==> config.mk <==
export PLATFORM = sky130hd
export DESIGN_NAME = pmx_pin_mux
export DESIGN_NICKNAME = d
export VERILOG_FILES = /design/src/include/pmx_pkg.sv /design/src/rtl/pmx_pin_cell.sv /design/src/rtl/pmx_pin_mux.sv
export SDC_FILE = /design/constraint.sdc
export NUM_CORES = 1
export LEC_CHECK = 0
export ABC_AREA = 1
export BUFFER_PORTS_ARGS = -buffer_cell sky130_fd_sc_hd__buf_4
export CORE_MARGIN = 2
export CORE_UTILIZATION = 40
export CTS_BUF_LIST = sky130_fd_sc_hd__clkbuf_8
export DETAILED_ROUTE_END_ITERATION = 10
export PLACE_DENSITY = 0.8
export SKIP_CTS_REPAIR_TIMING = 1
export SYNTH_ARGS = -nofsm -noshare
export SYNTH_HDL_FRONTEND = slang
export SYNTH_SLANG_ARGS = --single-unit
==> constraint.sdc <==
create_clock -name core_clk_i -period 1 [get_ports core_clk_i]
set_input_delay 0.05 -clock core_clk_i [delete_from_list [all_inputs] [get_ports core_clk_i]]
set_output_delay 0.05 -clock core_clk_i [all_outputs]
set_load 0.01 [all_outputs]
==> src/include/pmx_pkg.sv <==
// Constants and helpers shared by the pin configuration and multiplexing block
`default_nettype none

package pmx_pkg;

  // ****************************************************************
  // Register map
  // ****************************************************************
  localparam logic [7:0]  PMX_ADDR_PIN_TWO   = 8'h36;
  localparam logic [7:0]  PMX_ADDR_PIN_THREE = 8'h37;
  localparam int          PMX_ADDR_W         = 8;
  localparam int          PMX_DATA_W         = 16;

  // ****************************************************************
  // Field layout and reset values
  // ****************************************************************
  localparam int          PMX_SEL_LSB        = 0;
  localparam int          PMX_SEL_MSB        = 2;
  localparam int          PMX_PD_BIT         = 3;
  localparam int          PMX_OUT_BIT        = 4;
  localparam int          PMX_IN_BIT         = 5;
  localparam logic [15:0] PMX_CFG_RESET      = 16'h0008;
  localparam logic [2:0]  PMX_SEL_RESET      = 3'h0;
  localparam logic        PMX_PD_RESET       = 1'b1;
  localparam logic        PMX_OUT_RESET      = 1'b0;

  // ****************************************************************
  // Function select codes
  // ****************************************************************
  localparam logic [2:0]  PMX_FN_HIZ         = 3'h0;
  localparam logic [2:0]  PMX_FN_OUT         = 3'h1;
  localparam logic [2:0]  PMX_FN_OUT_RB      = 3'h2;
  localparam logic [2:0]  PMX_FN_IN          = 3'h3;
  localparam logic [2:0]  PMX_FN_FET         = 3'h4;
  localparam logic [2:0]  PMX_FN_UART        = 3'h5;
  localparam logic [2:0]  PMX_FN_MON         = 3'h6;
  localparam logic [2:0]  PMX_FN_FLAG        = 3'h7;

  // UART lines idle high between characters
  localparam logic        PMX_UART_IDLE      = 1'b1;

  // ****************************************************************
  // Helpers
  // ****************************************************************
  function automatic logic [15:0] pmx_cfg_word(input logic [2:0] sel,
                                               input logic       pd,
                                               input logic       out_lvl,
                                               input logic       in_lvl);
    logic [15:0] w;
    w                           = 16'h0000;
    w[PMX_SEL_MSB:PMX_SEL_LSB]  = sel;
    w[PMX_PD_BIT]               = pd;
    w[PMX_OUT_BIT]              = out_lvl;
    w[PMX_IN_BIT]               = in_lvl;
    return w;
  endfunction : pmx_cfg_word

  function automatic logic pmx_hit(input logic [7:0] addr,
                                   input logic [7:0] target);
    return addr == target;
  endfunction : pmx_hit

endpackage : pmx_pkg

`default_nettype wire

==> src/rtl/pmx_pin_cell.sv <==
// One configurable pin: function decode, registered pad controls, input synchroniser
`timescale 1ns/1ps
`default_nettype none

module pmx_pin_cell
  import pmx_pkg::*;
#(
  parameter logic FN45_IS_INPUT = 1'b0
)
(
  input  wire logic       core_clk_i,
  input  wire logic       rst_b_i,
  input  wire logic [2:0] sel_i,
  input  wire logic       out_level_i,
  input  wire logic       pd_en_i,
  input  wire logic       pin_in_i,
  input  wire logic       fn4_src_i,
  input  wire logic       fn5_src_i,
  input  wire logic       fn6_src_i,
  input  wire logic       fn7_src_i,
  output logic            pin_out_o,
  output logic            pin_oe_o,
  output logic            pin_pd_o,
  output logic            level_o,
  output logic            in_data_o
);

  // ****************************************************************
  // Function decode
  // ****************************************************************
  wire       is_out   = (sel_i == PMX_FN_OUT) || (sel_i == PMX_FN_OUT_RB);
  wire       is_fn45  = (sel_i == PMX_FN_FET) || (sel_i == PMX_FN_UART);
  wire       is_drv7  = (sel_i == PMX_FN_MON) || (sel_i == PMX_FN_FLAG);
  // High impedance falls out of every term being false
  wire       oe_nxt   = is_out | (is_fn45 & ~FN45_IS_INPUT) | is_drv7;
  wire       ibuf_nxt = (sel_i == PMX_FN_OUT_RB) || (sel_i == PMX_FN_IN) ||
                        (is_fn45 & FN45_IS_INPUT);
  wire       out_nxt  = is_out                  ? out_level_i :
                        (sel_i == PMX_FN_FET)  ? fn4_src_i   :
                        (sel_i == PMX_FN_UART) ? fn5_src_i   :
                        (sel_i == PMX_FN_MON)  ? fn6_src_i   :
                        (sel_i == PMX_FN_FLAG) ? fn7_src_i   : 1'b0;

  logic       ibuf_r;
  logic [2:0] sync_r;
  logic       level_r;

  // Registered pad controls cannot glitch through other functions
  always_ff @(posedge core_clk_i or negedge rst_b_i)
  begin
    if (!rst_b_i)
    begin
      pin_out_o <= PMX_OUT_RESET;
      pin_oe_o  <= 1'b0;
      pin_pd_o  <= PMX_PD_RESET;
      ibuf_r    <= 1'b0;
    end
    else
    begin
      pin_out_o <= out_nxt & oe_nxt;
      pin_oe_o  <= oe_nxt;
      pin_pd_o  <= pd_en_i;
      ibuf_r    <= ibuf_nxt;
    end
  end

  // ****************************************************************
  // Input synchroniser
  // ****************************************************************
  // Level accepted only once the second and third stages agree
  always_ff @(posedge core_clk_i or negedge rst_b_i)
  begin
    if (!rst_b_i)
    begin
      sync_r    <= 3'h0;
      level_r   <= 1'b0;
      in_data_o <= 1'b0;
    end
    else
    begin
      sync_r    <= {sync_r[1:0], pin_in_i};
      if (sync_r[1] == sync_r[2])
      begin
        level_r <= sync_r[2];
      end
      in_data_o <= level_r & ibuf_r;
    end
  end

  assign level_o = level_r;

endmodule : pmx_pin_cell

`default_nettype wire

==> src/rtl/pmx_pin_mux.sv <==
// Configuration registers and function multiplexing for the second and third pins
`timescale 1ns/1ps
`default_nettype none

module pmx_pin_mux
  import pmx_pkg::*;
(
  input  wire logic        core_clk_i,
  input  wire logic        rst_b_i,
  input  wire logic [7:0]  reg_addr_i,
  input  wire logic [15:0] reg_wdata_i,
  input  wire logic        reg_wr_i,
  input  wire logic        reg_rd_i,
  output logic [15:0]      reg_rdata_o,
  output logic             reg_rd_valid_o,
  input  wire logic [2:0]  pin_one_sel_i,
  input  wire logic [2:0]  pin_four_sel_i,
  input  wire logic        pin_two_in_i,
  output logic             pin_two_out_o,
  output logic             pin_two_oe_o,
  output logic             pin_two_pd_o,
  input  wire logic        pin_three_in_i,
  output logic             pin_three_out_o,
  output logic             pin_three_oe_o,
  output logic             pin_three_pd_o,
  input  wire logic        ext_fet_ctrl_i,
  input  wire logic        modem_rxd_i,
  input  wire logic        modem_txd_mon_i,
  input  wire logic        message_start_flag_i,
  input  wire logic        tx_complete_flag_i,
  output logic             modem_txd_o,
  output logic             int_fet_drive_o,
  output logic             uart_pins_mode_o,
  output logic             spi_uart_path_en_o
);

  // ****************************************************************
  // Configuration registers
  // ****************************************************************
  logic [2:0] two_sel_r;
  logic       two_pd_r;
  logic       two_out_r;
  logic [2:0] three_sel_r;
  logic       three_pd_r;
  logic       three_out_r;

  wire hit_two   = pmx_hit(reg_addr_i, PMX_ADDR_PIN_TWO);
  wire hit_three = pmx_hit(reg_addr_i, PMX_ADDR_PIN_THREE);
  wire wr_two    = reg_wr_i & hit_two;
  wire wr_three  = reg_wr_i & hit_three;

  // Bit 5 and bits 15:6 are never stored, so writes to them are dropped
  always_ff @(posedge core_clk_i or negedge rst_b_i)
  begin
    if (!rst_b_i)
    begin
      two_sel_r   <= PMX_SEL_RESET;
      two_pd_r    <= PMX_PD_RESET;
      two_out_r   <= PMX_OUT_RESET;
      three_sel_r <= PMX_SEL_RESET;
      three_pd_r  <= PMX_PD_RESET;
      three_out_r <= PMX_OUT_RESET;
    end
    else
    begin
      if (wr_two)
      begin
        two_sel_r <= reg_wdata_i[PMX_SEL_MSB:PMX_SEL_LSB];
        two_pd_r  <= reg_wdata_i[PMX_PD_BIT];
        two_out_r <= reg_wdata_i[PMX_OUT_BIT];
      end
      if (wr_three)
      begin
        three_sel_r <= reg_wdata_i[PMX_SEL_MSB:PMX_SEL_LSB];
        three_pd_r  <= reg_wdata_i[PMX_PD_BIT];
        three_out_r <= reg_wdata_i[PMX_OUT_BIT];
      end
    end
  end

  // ****************************************************************
  // Pin cells
  // ****************************************************************
  logic two_in_data;
  logic three_lvl;
  logic three_in_data;

  // Second pin drives in every function 100..111
  pmx_pin_cell #(
    .FN45_IS_INPUT (1'b0)
  ) u_pin_two (
    .core_clk_i  (core_clk_i),
    .rst_b_i     (rst_b_i),
    .sel_i       (two_sel_r),
    .out_level_i (two_out_r),
    .pd_en_i     (two_pd_r),
    .pin_in_i    (pin_two_in_i),
    .fn4_src_i   (ext_fet_ctrl_i),
    .fn5_src_i   (modem_rxd_i),
    .fn6_src_i   (modem_rxd_i),
    .fn7_src_i   (message_start_flag_i),
    .pin_out_o   (pin_two_out_o),
    .pin_oe_o    (pin_two_oe_o),
    .pin_pd_o    (pin_two_pd_o),
    .level_o     (),
    .in_data_o   (two_in_data)
  );

  // Third pin listens in 100 and 101
  pmx_pin_cell #(
    .FN45_IS_INPUT (1'b1)
  ) u_pin_three (
    .core_clk_i  (core_clk_i),
    .rst_b_i     (rst_b_i),
    .sel_i       (three_sel_r),
    .out_level_i (three_out_r),
    .pd_en_i     (three_pd_r),
    .pin_in_i    (pin_three_in_i),
    .fn4_src_i   (1'b0),
    .fn5_src_i   (1'b0),
    .fn6_src_i   (modem_txd_mon_i),
    .fn7_src_i   (tx_complete_flag_i),
    .pin_out_o   (pin_three_out_o),
    .pin_oe_o    (pin_three_oe_o),
    .pin_pd_o    (pin_three_pd_o),
    .level_o     (three_lvl),
    .in_data_o   (three_in_data)
  );

  // ****************************************************************
  // Modem and transistor routing
  // ****************************************************************
  wire all_uart     = (pin_one_sel_i == PMX_FN_UART) && (two_sel_r == PMX_FN_UART) &&
                      (three_sel_r == PMX_FN_UART) && (pin_four_sel_i == PMX_FN_UART);
  wire txd_nxt      = (three_sel_r == PMX_FN_UART) ? three_lvl : PMX_UART_IDLE;
  wire int_fet_nxt  = (three_sel_r == PMX_FN_FET) & three_lvl;

  // Carrier detect lives on the first pin, outside this block
  always_ff @(posedge core_clk_i or negedge rst_b_i)
  begin
    if (!rst_b_i)
    begin
      modem_txd_o        <= PMX_UART_IDLE;
      int_fet_drive_o    <= 1'b0;
      uart_pins_mode_o   <= 1'b0;
      spi_uart_path_en_o <= 1'b1;
    end
    else
    begin
      modem_txd_o        <= txd_nxt;
      int_fet_drive_o    <= int_fet_nxt;
      uart_pins_mode_o   <= all_uart;
      spi_uart_path_en_o <= ~all_uart;
    end
  end

  // ****************************************************************
  // Register read
  // ****************************************************************
  wire [15:0] two_word   = pmx_cfg_word(two_sel_r, two_pd_r, two_out_r, two_in_data);
  wire [15:0] three_word = pmx_cfg_word(three_sel_r, three_pd_r, three_out_r, three_in_data);
  // Unmapped addresses answer zero rather than stale data
  wire [15:0] rd_mux     = hit_two   ? two_word   :
                           hit_three ? three_word : 16'h0000;

  always_ff @(posedge core_clk_i or negedge rst_b_i)
  begin
    if (!rst_b_i)
    begin
      reg_rdata_o    <= 16'h0000;
      reg_rd_valid_o <= 1'b0;
    end
    else
    begin
      reg_rd_valid_o <= reg_rd_i;
      if (reg_rd_i)
      begin
        reg_rdata_o <= rd_mux;
      end
    end
  end
endmodule : pmx_pin_mux

`default_nettype wire

==> results.md, run 1 <==
- Mapped Cells: 179
- DPL Wire Length: 2390 um
- Total CTS buffers: 5
- Setup TNS: 0 ns
- RePlAce Congestion: 0.786
- Final core occ: 58.0%
- Clock power share: 37.7%
- Pint: 2.63 mW
- Launching point of the worst reg2reg path: two_sel_r[0]
- Die Ht: 69.1 um
- Finished Layout Cells: 298
- # IOs: 68
- Tmin final: 0.998 ns
- Mux cell area share after synthesis: 0%
- Grt met2 use: 23.1%
- Grt met3 use: 4.39%
- Vias: 1334
- Critical Path RT: 1.19 ns
- Seq cells post-synth: 39
- CTS H-tree lvls: 2
- Post-Synth Simple-Gate Area: 23.0%
- Commonest cells in the netlist: nand2_1, dfrtp_1, inv_1
- Top cell type by total area after synthesis: dfrtp_1
- Final hold slack: -0.00676 ns
- Peak VDD IR: 782 uV
- Net total in the final layout: 288
- Die W: 69.1 um
- GRT busiest layer: met2
- Sw power: 0.806 mW
- Mean Syn Cell Area: 9.47 um^2
- Layout area overhead: 37.9%
- Initial core utilization: 42.1%
- Initial DRC Count: 34
- Met1 usage: 16.6%
- Failing checks: negative hold slack
- Clk slew on worst S/H paths: 0.08 ns
- Vias per std cell: 4.48
- TritonCTS clock tree: yes
- R2R cell count: 5
- Fraction of layout cells with a size suffix above 1: 36.3%
- Die Area: 4780 um^2
- Final slew viol count: 0
- Fmax achieved: 1.00 GHz
- Post-synth EDFFs: 0
- Clock Latency Late Sink: 0.29 ns
- Largest family of logic cells by synthesized area: simple AND/OR/NAND/NOR gates
- RSZ-0062 raised after global routing: yes
- Synthesized cell area: 1700 um^2
- Largest net degree at the start of global routing: 40
- Crit path from: two_sel_r[0]
- Pwr per Cell Area: 1470 nW/um^2
- Deepest clock path buffer count: 2
- Setup Skew: 0.00316 ns
- Yosys top cell area share: 48.7%
- Initial antenna violation count: 0
- Row count: 23
- R2r endpoint: u_pin_two.pin_out_o
- Final Hold Viols: 2
- # setup viols final: 0
- Total power draw: 3.43 mW
- Sw Share: 23.5%
- First-pass GRT wire length: 5240 um
- Final ANT Viol Nets: 0
- Unique cell type count in the Yosys netlist: 26
- Status: complete, but fails checks
- Sink Count: 39
- FILL cells: 376
- Leak pwr: 1.25 nW
- Dpl ws: -0.0317 ns
- Wirelength per Cell: 10.8 um
- Post-Synth Adder-Cell Area: 1.18%
- Dpl cells: 279
- Combinational power share: 11.9%
- Area after DPL: 2100 um^2
- Worst Setup Slack, final: 0.00180 ns
- First-pass DRT Iterations: 4
- Worst Hold Class: in -> reg
- Max-cap violations: 0
- Seq/Total Area, Yosys: 58.0%
- ANT cells: 0
- GRT Total Usage: 14.1%
- Drt total wl: 3210 um
- Port buffer count: 46
- Most common cell in the netlist: nand2_1
- Vias in the first global route: 1241
- Post-synthesis async set-or-reset flop share: 100%
- GRT Residual Overflow: 0
- CORE AREA: 4030 um^2
- CP Class: reg -> reg
- Yosys warns: 0
- Post-Synth XOR/XNOR Area: 1.03%
- CP Max Fanout: 6
- Reg-to-reg slack, setup: 0.002 ns
- CP endpoint: u_pin_two.pin_out_o
- Ys flop type: dfrtp_1
- Seq pwr share: 50.3%
- Root Driver: clkbuf_8
- Compound-Gate Fraction of Synth Area: 5.54%
- Critical path launch point type: flip-flop
- Design area: 2340 um^2
- Synth top area cells: dfrtp_1, nand2_1, dfstp_2, inv_1, buf_4
- Hold Path Depth: 3
- Final period util: 99.8%
- Critical path data arrival time: 1.19 ns
- Critical Path Sink Type: flip-flop
- Drt drc: 0
[flip-flops by register name, indices dropped and copies added (netlist names), 3 cells and up]
signal,count
two_sel_r,3
u_pin_three.sync_r,3
u_pin_two.sync_r,3
three_sel_r,3
reg_rdata_o,6
[worst max-delay path, stage by stage (launching register included)]
cell	delay, ns
dfrtp_2	0.45
buf_4	0.15
a21oi_1	0.13
o21ai_1	0.08
nand2_1	0.05
inv_1	0.03
[worst min-delay path by stage]
| stage | from | slack [ns] | endpoint |
|---|---|---|---|
| floorplan | rst_b_i | -0.25 | int_fet_drive_o |
| global placement | rst_b_i | 0.03 | reg_rd_valid_o |
| detailed placement | rst_b_i | 0.04 | reg_rd_valid_o |
| CTS | rst_b_i | -0.28 | reg_rd_valid_o |
| global route | reg_wdata_i[3] | 0.004 | three_pd_r |
| finish | reg_wdata_i[3] | -0.007 | two_pd_r |
[layout by cell type (no fill, tap or decap), drive strengths merged, types with 2 or more instances in the layout]
master,count
nand2,51
a21oi,2
inv,24
nor2,10
nand3,16
buf,57
clkbuf,5
conb,10
clkinv,2
o21ai,14
dfrtp,33
nor3,2
maj3,2
dfstp,6
dlygate4sd3,8
[metal layers]
metal | part of all wire (%) | routed length, um
met5 | 0 | 0
met4 | 2.0 | 65
met3 | 6.1 | 195
met2 | 50 | 1610
met1 | 42 | 1340
[area by class of cell]
cell class / instances / area (um^2) / area share, %
flip-flops and latches: 39 / 988 / 42.3
multi-input cells: 112 / 572 / 24.5
repair buffers: 65 / 512 / 21.9
inverters: 24 / 90.1 / 3.85
clock buffers: 5 / 68.8 / 2.94
well taps: 50 / 62.6 / 2.68
clock inverters: 3 / 43.8 / 1.87
[power by group through the flow]
| stage | logic [mW] | clock network, mW | registers (mW) |
|---|---|---|---|
| detailed placement | 0.371 | 0 | 1.75 |
| CTS | 0.371 | 1.33 | 1.72 |
| finish | 0.410 | 1.29 | 1.73 |
| global placement | 0.361 | 0 | 1.75 |
| floorplan | 0.174 | 0 | 1.75 |
| global route | 0.454 | 1.40 | 1.74 |
[cell families (layout without fill, tap and decap cells)]
| group | Yosys count | in the layout |
|---|---|---|
| AO/OA/AOI/OAI | 18 | 18 |
| other | 1 | 10 |
| XOR/XNOR | 2 | 2 |
| buffers and inverters | 37 | 97 |
| AND/OR/NAND/NOR | 80 | 80 |
| flip-flops | 39 | 39 |
| adder cells (fa/ha/maj) | 2 | 2 |
(Power assumes the default switching activity.)
==> inputs of run 2 (changes only) <==
--- a/config.mk
+++ b/config.mk
@@ -8,10 +8,10 @@
 export ABC_AREA = 1
 export BUFFER_PORTS_ARGS = -buffer_cell sky130_fd_sc_hd__buf_4
 export CORE_MARGIN = 2
-export CORE_UTILIZATION = 40
+export CORE_UTILIZATION = 30
 export CTS_BUF_LIST = sky130_fd_sc_hd__clkbuf_8
 export DETAILED_ROUTE_END_ITERATION = 10
-export PLACE_DENSITY = 0.8
+export PLACE_DENSITY = 0.66
 export SKIP_CTS_REPAIR_TIMING = 1
 export SYNTH_ARGS = -nofsm -noshare
 export SYNTH_HDL_FRONTEND = slang
==> results.md, run 2 (synthesis results as in run 1) <==
- Status: complete, but fails checks
- Failing checks: negative hold slack
- Sw power: 0.801 mW (-0.56%)
- CP endpoint: spi_uart_path_en_o
- Met2 WL post-DR: 1490 um (-7.4%)
- Design area: 2390 um^2 (+2.1%)
- Initial antenna violation count: 0 (unchanged)
- First-pass DRT Iterations: 4 (unchanged)
- Most frequent cells in the layout: buf_4, nand2_1, dfrtp_1
- Clock Latency Late Sink: 0.29 ns (about the same)
- GRT Residual Overflow: 0 (unchanged)
- FILL cells: 564 (+50%)
- Launching point of the worst reg2reg path: two_sel_r[0]
- Critical path data arrival time: 1.20 ns (about the same)
- Drt drc: 0 (unchanged)
- Sw Share: 21.8% (-1.7 points)
- Final Hold Viols: 2 (unchanged)
- Layout area overhead: 40.8%
- Final hold slack: -0.0201 ns (-0.0133 ns)
- Port buffer count: 46 (unchanged)
- Setup Skew: 0.00556 ns (+0.00240 ns)
- Vias in the first global route: 1252 (+0.89%)
- Met3 WL: 257 um (+32%)
- GRT Total Usage: 11.2% (-2.9 points)
- Area after DPL: 2120 um^2 (+0.95%)
- Seq pwr share: 46.9% (-3.4 points)
- Family with the most delay on the worst path: flip-flops
- Pint: 2.88 mW (+9.8%)
- Slowest CP cell: dfrtp_2
- CP peak stage delay: 0.45 ns (about the same)
- Pwr per Cell Area: 1540 nW/um^2 (+5.1%)
- TritonCTS clock tree: yes
- Final period util: 98.1% (-1.8 points)
- Tmin final: 0.981 ns (-0.0177 ns)
- R2R cell count: 5 (unchanged)
- DR top layer: met4
- Vias per std cell: 4.04 (-9.7%)
- Row count: 27 (+17%)
- CORE AREA: 5470 um^2 (+36%)
- Initial DRC Count: 70 (+110%)
- CP Class: reg -> reg
- Root Driver: clkbuf_8
- Most common cell after layout, fill and taps aside: buf_4
- Largest net degree at the start of global routing: 40 (unchanged)
- Die Ht: 79.2 um (+15%)
- Wirelength per Cell: 10.2 um (-5.1%)
- Drt total wl: 3260 um (+1.3%)
- Sink Count: 39 (unchanged)
- Register area: 988 um^2 (unchanged)
- Largest register FFs: 6 (unchanged)
- Vias: 1286 (-3.6%)
- First-pass GRT wire length: 5380 um (+2.6%)
- Multi-input gate area: 581 um^2 (+1.5%)
- Clock power share: 41.9% (+4.2 points)
- Leak pwr: 1.25 nW (+0.26%)
- Largest Register: reg_rdata_o
- Max-cap violations: 0 (unchanged)
- Dpl cells: 300 (+7.5%)
- Final slew viol count: 0 (unchanged)
- Combinational power share: 11.2% (-0.7 points)
- Deepest clock path buffer count: 2 (unchanged)
- # IOs: 68 (unchanged)
- Peak VDD IR: 950 uV (+21%)
- Critical Path RT: 1.22 ns (+0.03 ns)
- Sequence of cells on the critical path: nand2_2 -> nor2_2 -> nand3_1 -> nor3_2 -> inv_1
- DPL Wire Length: 2410 um (+0.84%)
- Number of cells on the critical path: 5 (unchanged)
- Fmax achieved: 1.02 GHz (+1.8%)
- RePlAce Congestion: 0.848 (+7.8%)
- Total power draw: 3.68 mW (+7.4%)
- Fraction of layout cells with a size suffix above 1: 36.6% (+0.30 points)
- Finished Layout Cells: 318 (+6.7%)
- Die W: 79.2 um (+15%)
- Crit path from: two_sel_r[0]
- CTS H-tree lvls: 2 (unchanged)
- Net total in the final layout: 286 (-0.69%)
- CP bufs+invs: 1 (-1)
- # setup viols final: 0 (unchanged)
- M1 WL: 1490 um (+11%)
- RSZ-0062 raised after global routing: yes
- Die Area: 6270 um^2 (+31%)
- Total CTS buffers: 5 (unchanged)
- Final core occ: 43.6% (-14 points)
- CP Max Fanout: 7 (+1)
- Initial core utilization: 31.0% (-11 points)
- Setup TNS: 0 ns (unchanged)
- Critical path launch point type: flip-flop
- ANT cells: 0 (unchanged)
- Worst Setup Slack, final: 0.0195 ns (+0.0177 ns)
- R2r endpoint: spi_uart_path_en_o
- Dpl ws: -0.0570 ns (-0.0253 ns)
- Clk slew on worst S/H paths: 0.07 ns (about the same)
- Final ANT Viol Nets: 0 (unchanged)
- Reg-to-reg slack, setup: 0.02 ns (+0.02 ns)
- Worst Hold Class: in -> reg
- Critical Path Sink Type: flip-flop
-- run 2: final cells by class --
type | instances | area share, %
sequential | 39 | 41.4
clock buffer | 5 | 2.88
clock inverter | 3 | 2.83
tap | 72 | 3.77
timing repair buffer | 63 | 21.0
inverter | 24 | 3.77
multi-input combinational | 112 | 24.3
-- run 2: how the worst min path moves through the flow --
stage | start | to | slack, ns | cells past startpoint
floorplan | rst_b_i | int_fet_drive_o | -0.25 | 0
global placement | rst_b_i | reg_rd_valid_o | 0.04 | 1
detailed placement | rst_b_i | reg_rdata_o[2] | 0.04 | 1
CTS | rst_b_i | u_pin_two.pin_oe_o | -0.27 | 1
global route | reg_wdata_i[0] | two_sel_r[0] | 0.008 | 3
finish | reg_wdata_i[1] | three_sel_r[1] | -0.02 | 3
-- run 2: power groups by stage --
stage	Combinational [mW]	Sequential (mW)	Clock (mW)
floorplan	0.174	1.75	0
global placement	0.367	1.75	0
detailed placement	0.373	1.75	0
CTS	0.374	1.72	1.59
global route	0.464	1.74	1.66
finish	0.414	1.73	1.54
-- run 2: worst min-delay path, cell delays in order --
cell,delay (ns)
buf_4,0.08
nand2_1,0.04
o21ai_0,0.06
-- run 2: per-layer routing --
layer | track usage, % | vias up
met4 | 2.59 | 0
li1 | - | 670
met2 | 18.1 | 44
met5 | 0 | -
met3 | 4.77 | 2
met1 | 13.9 | 570
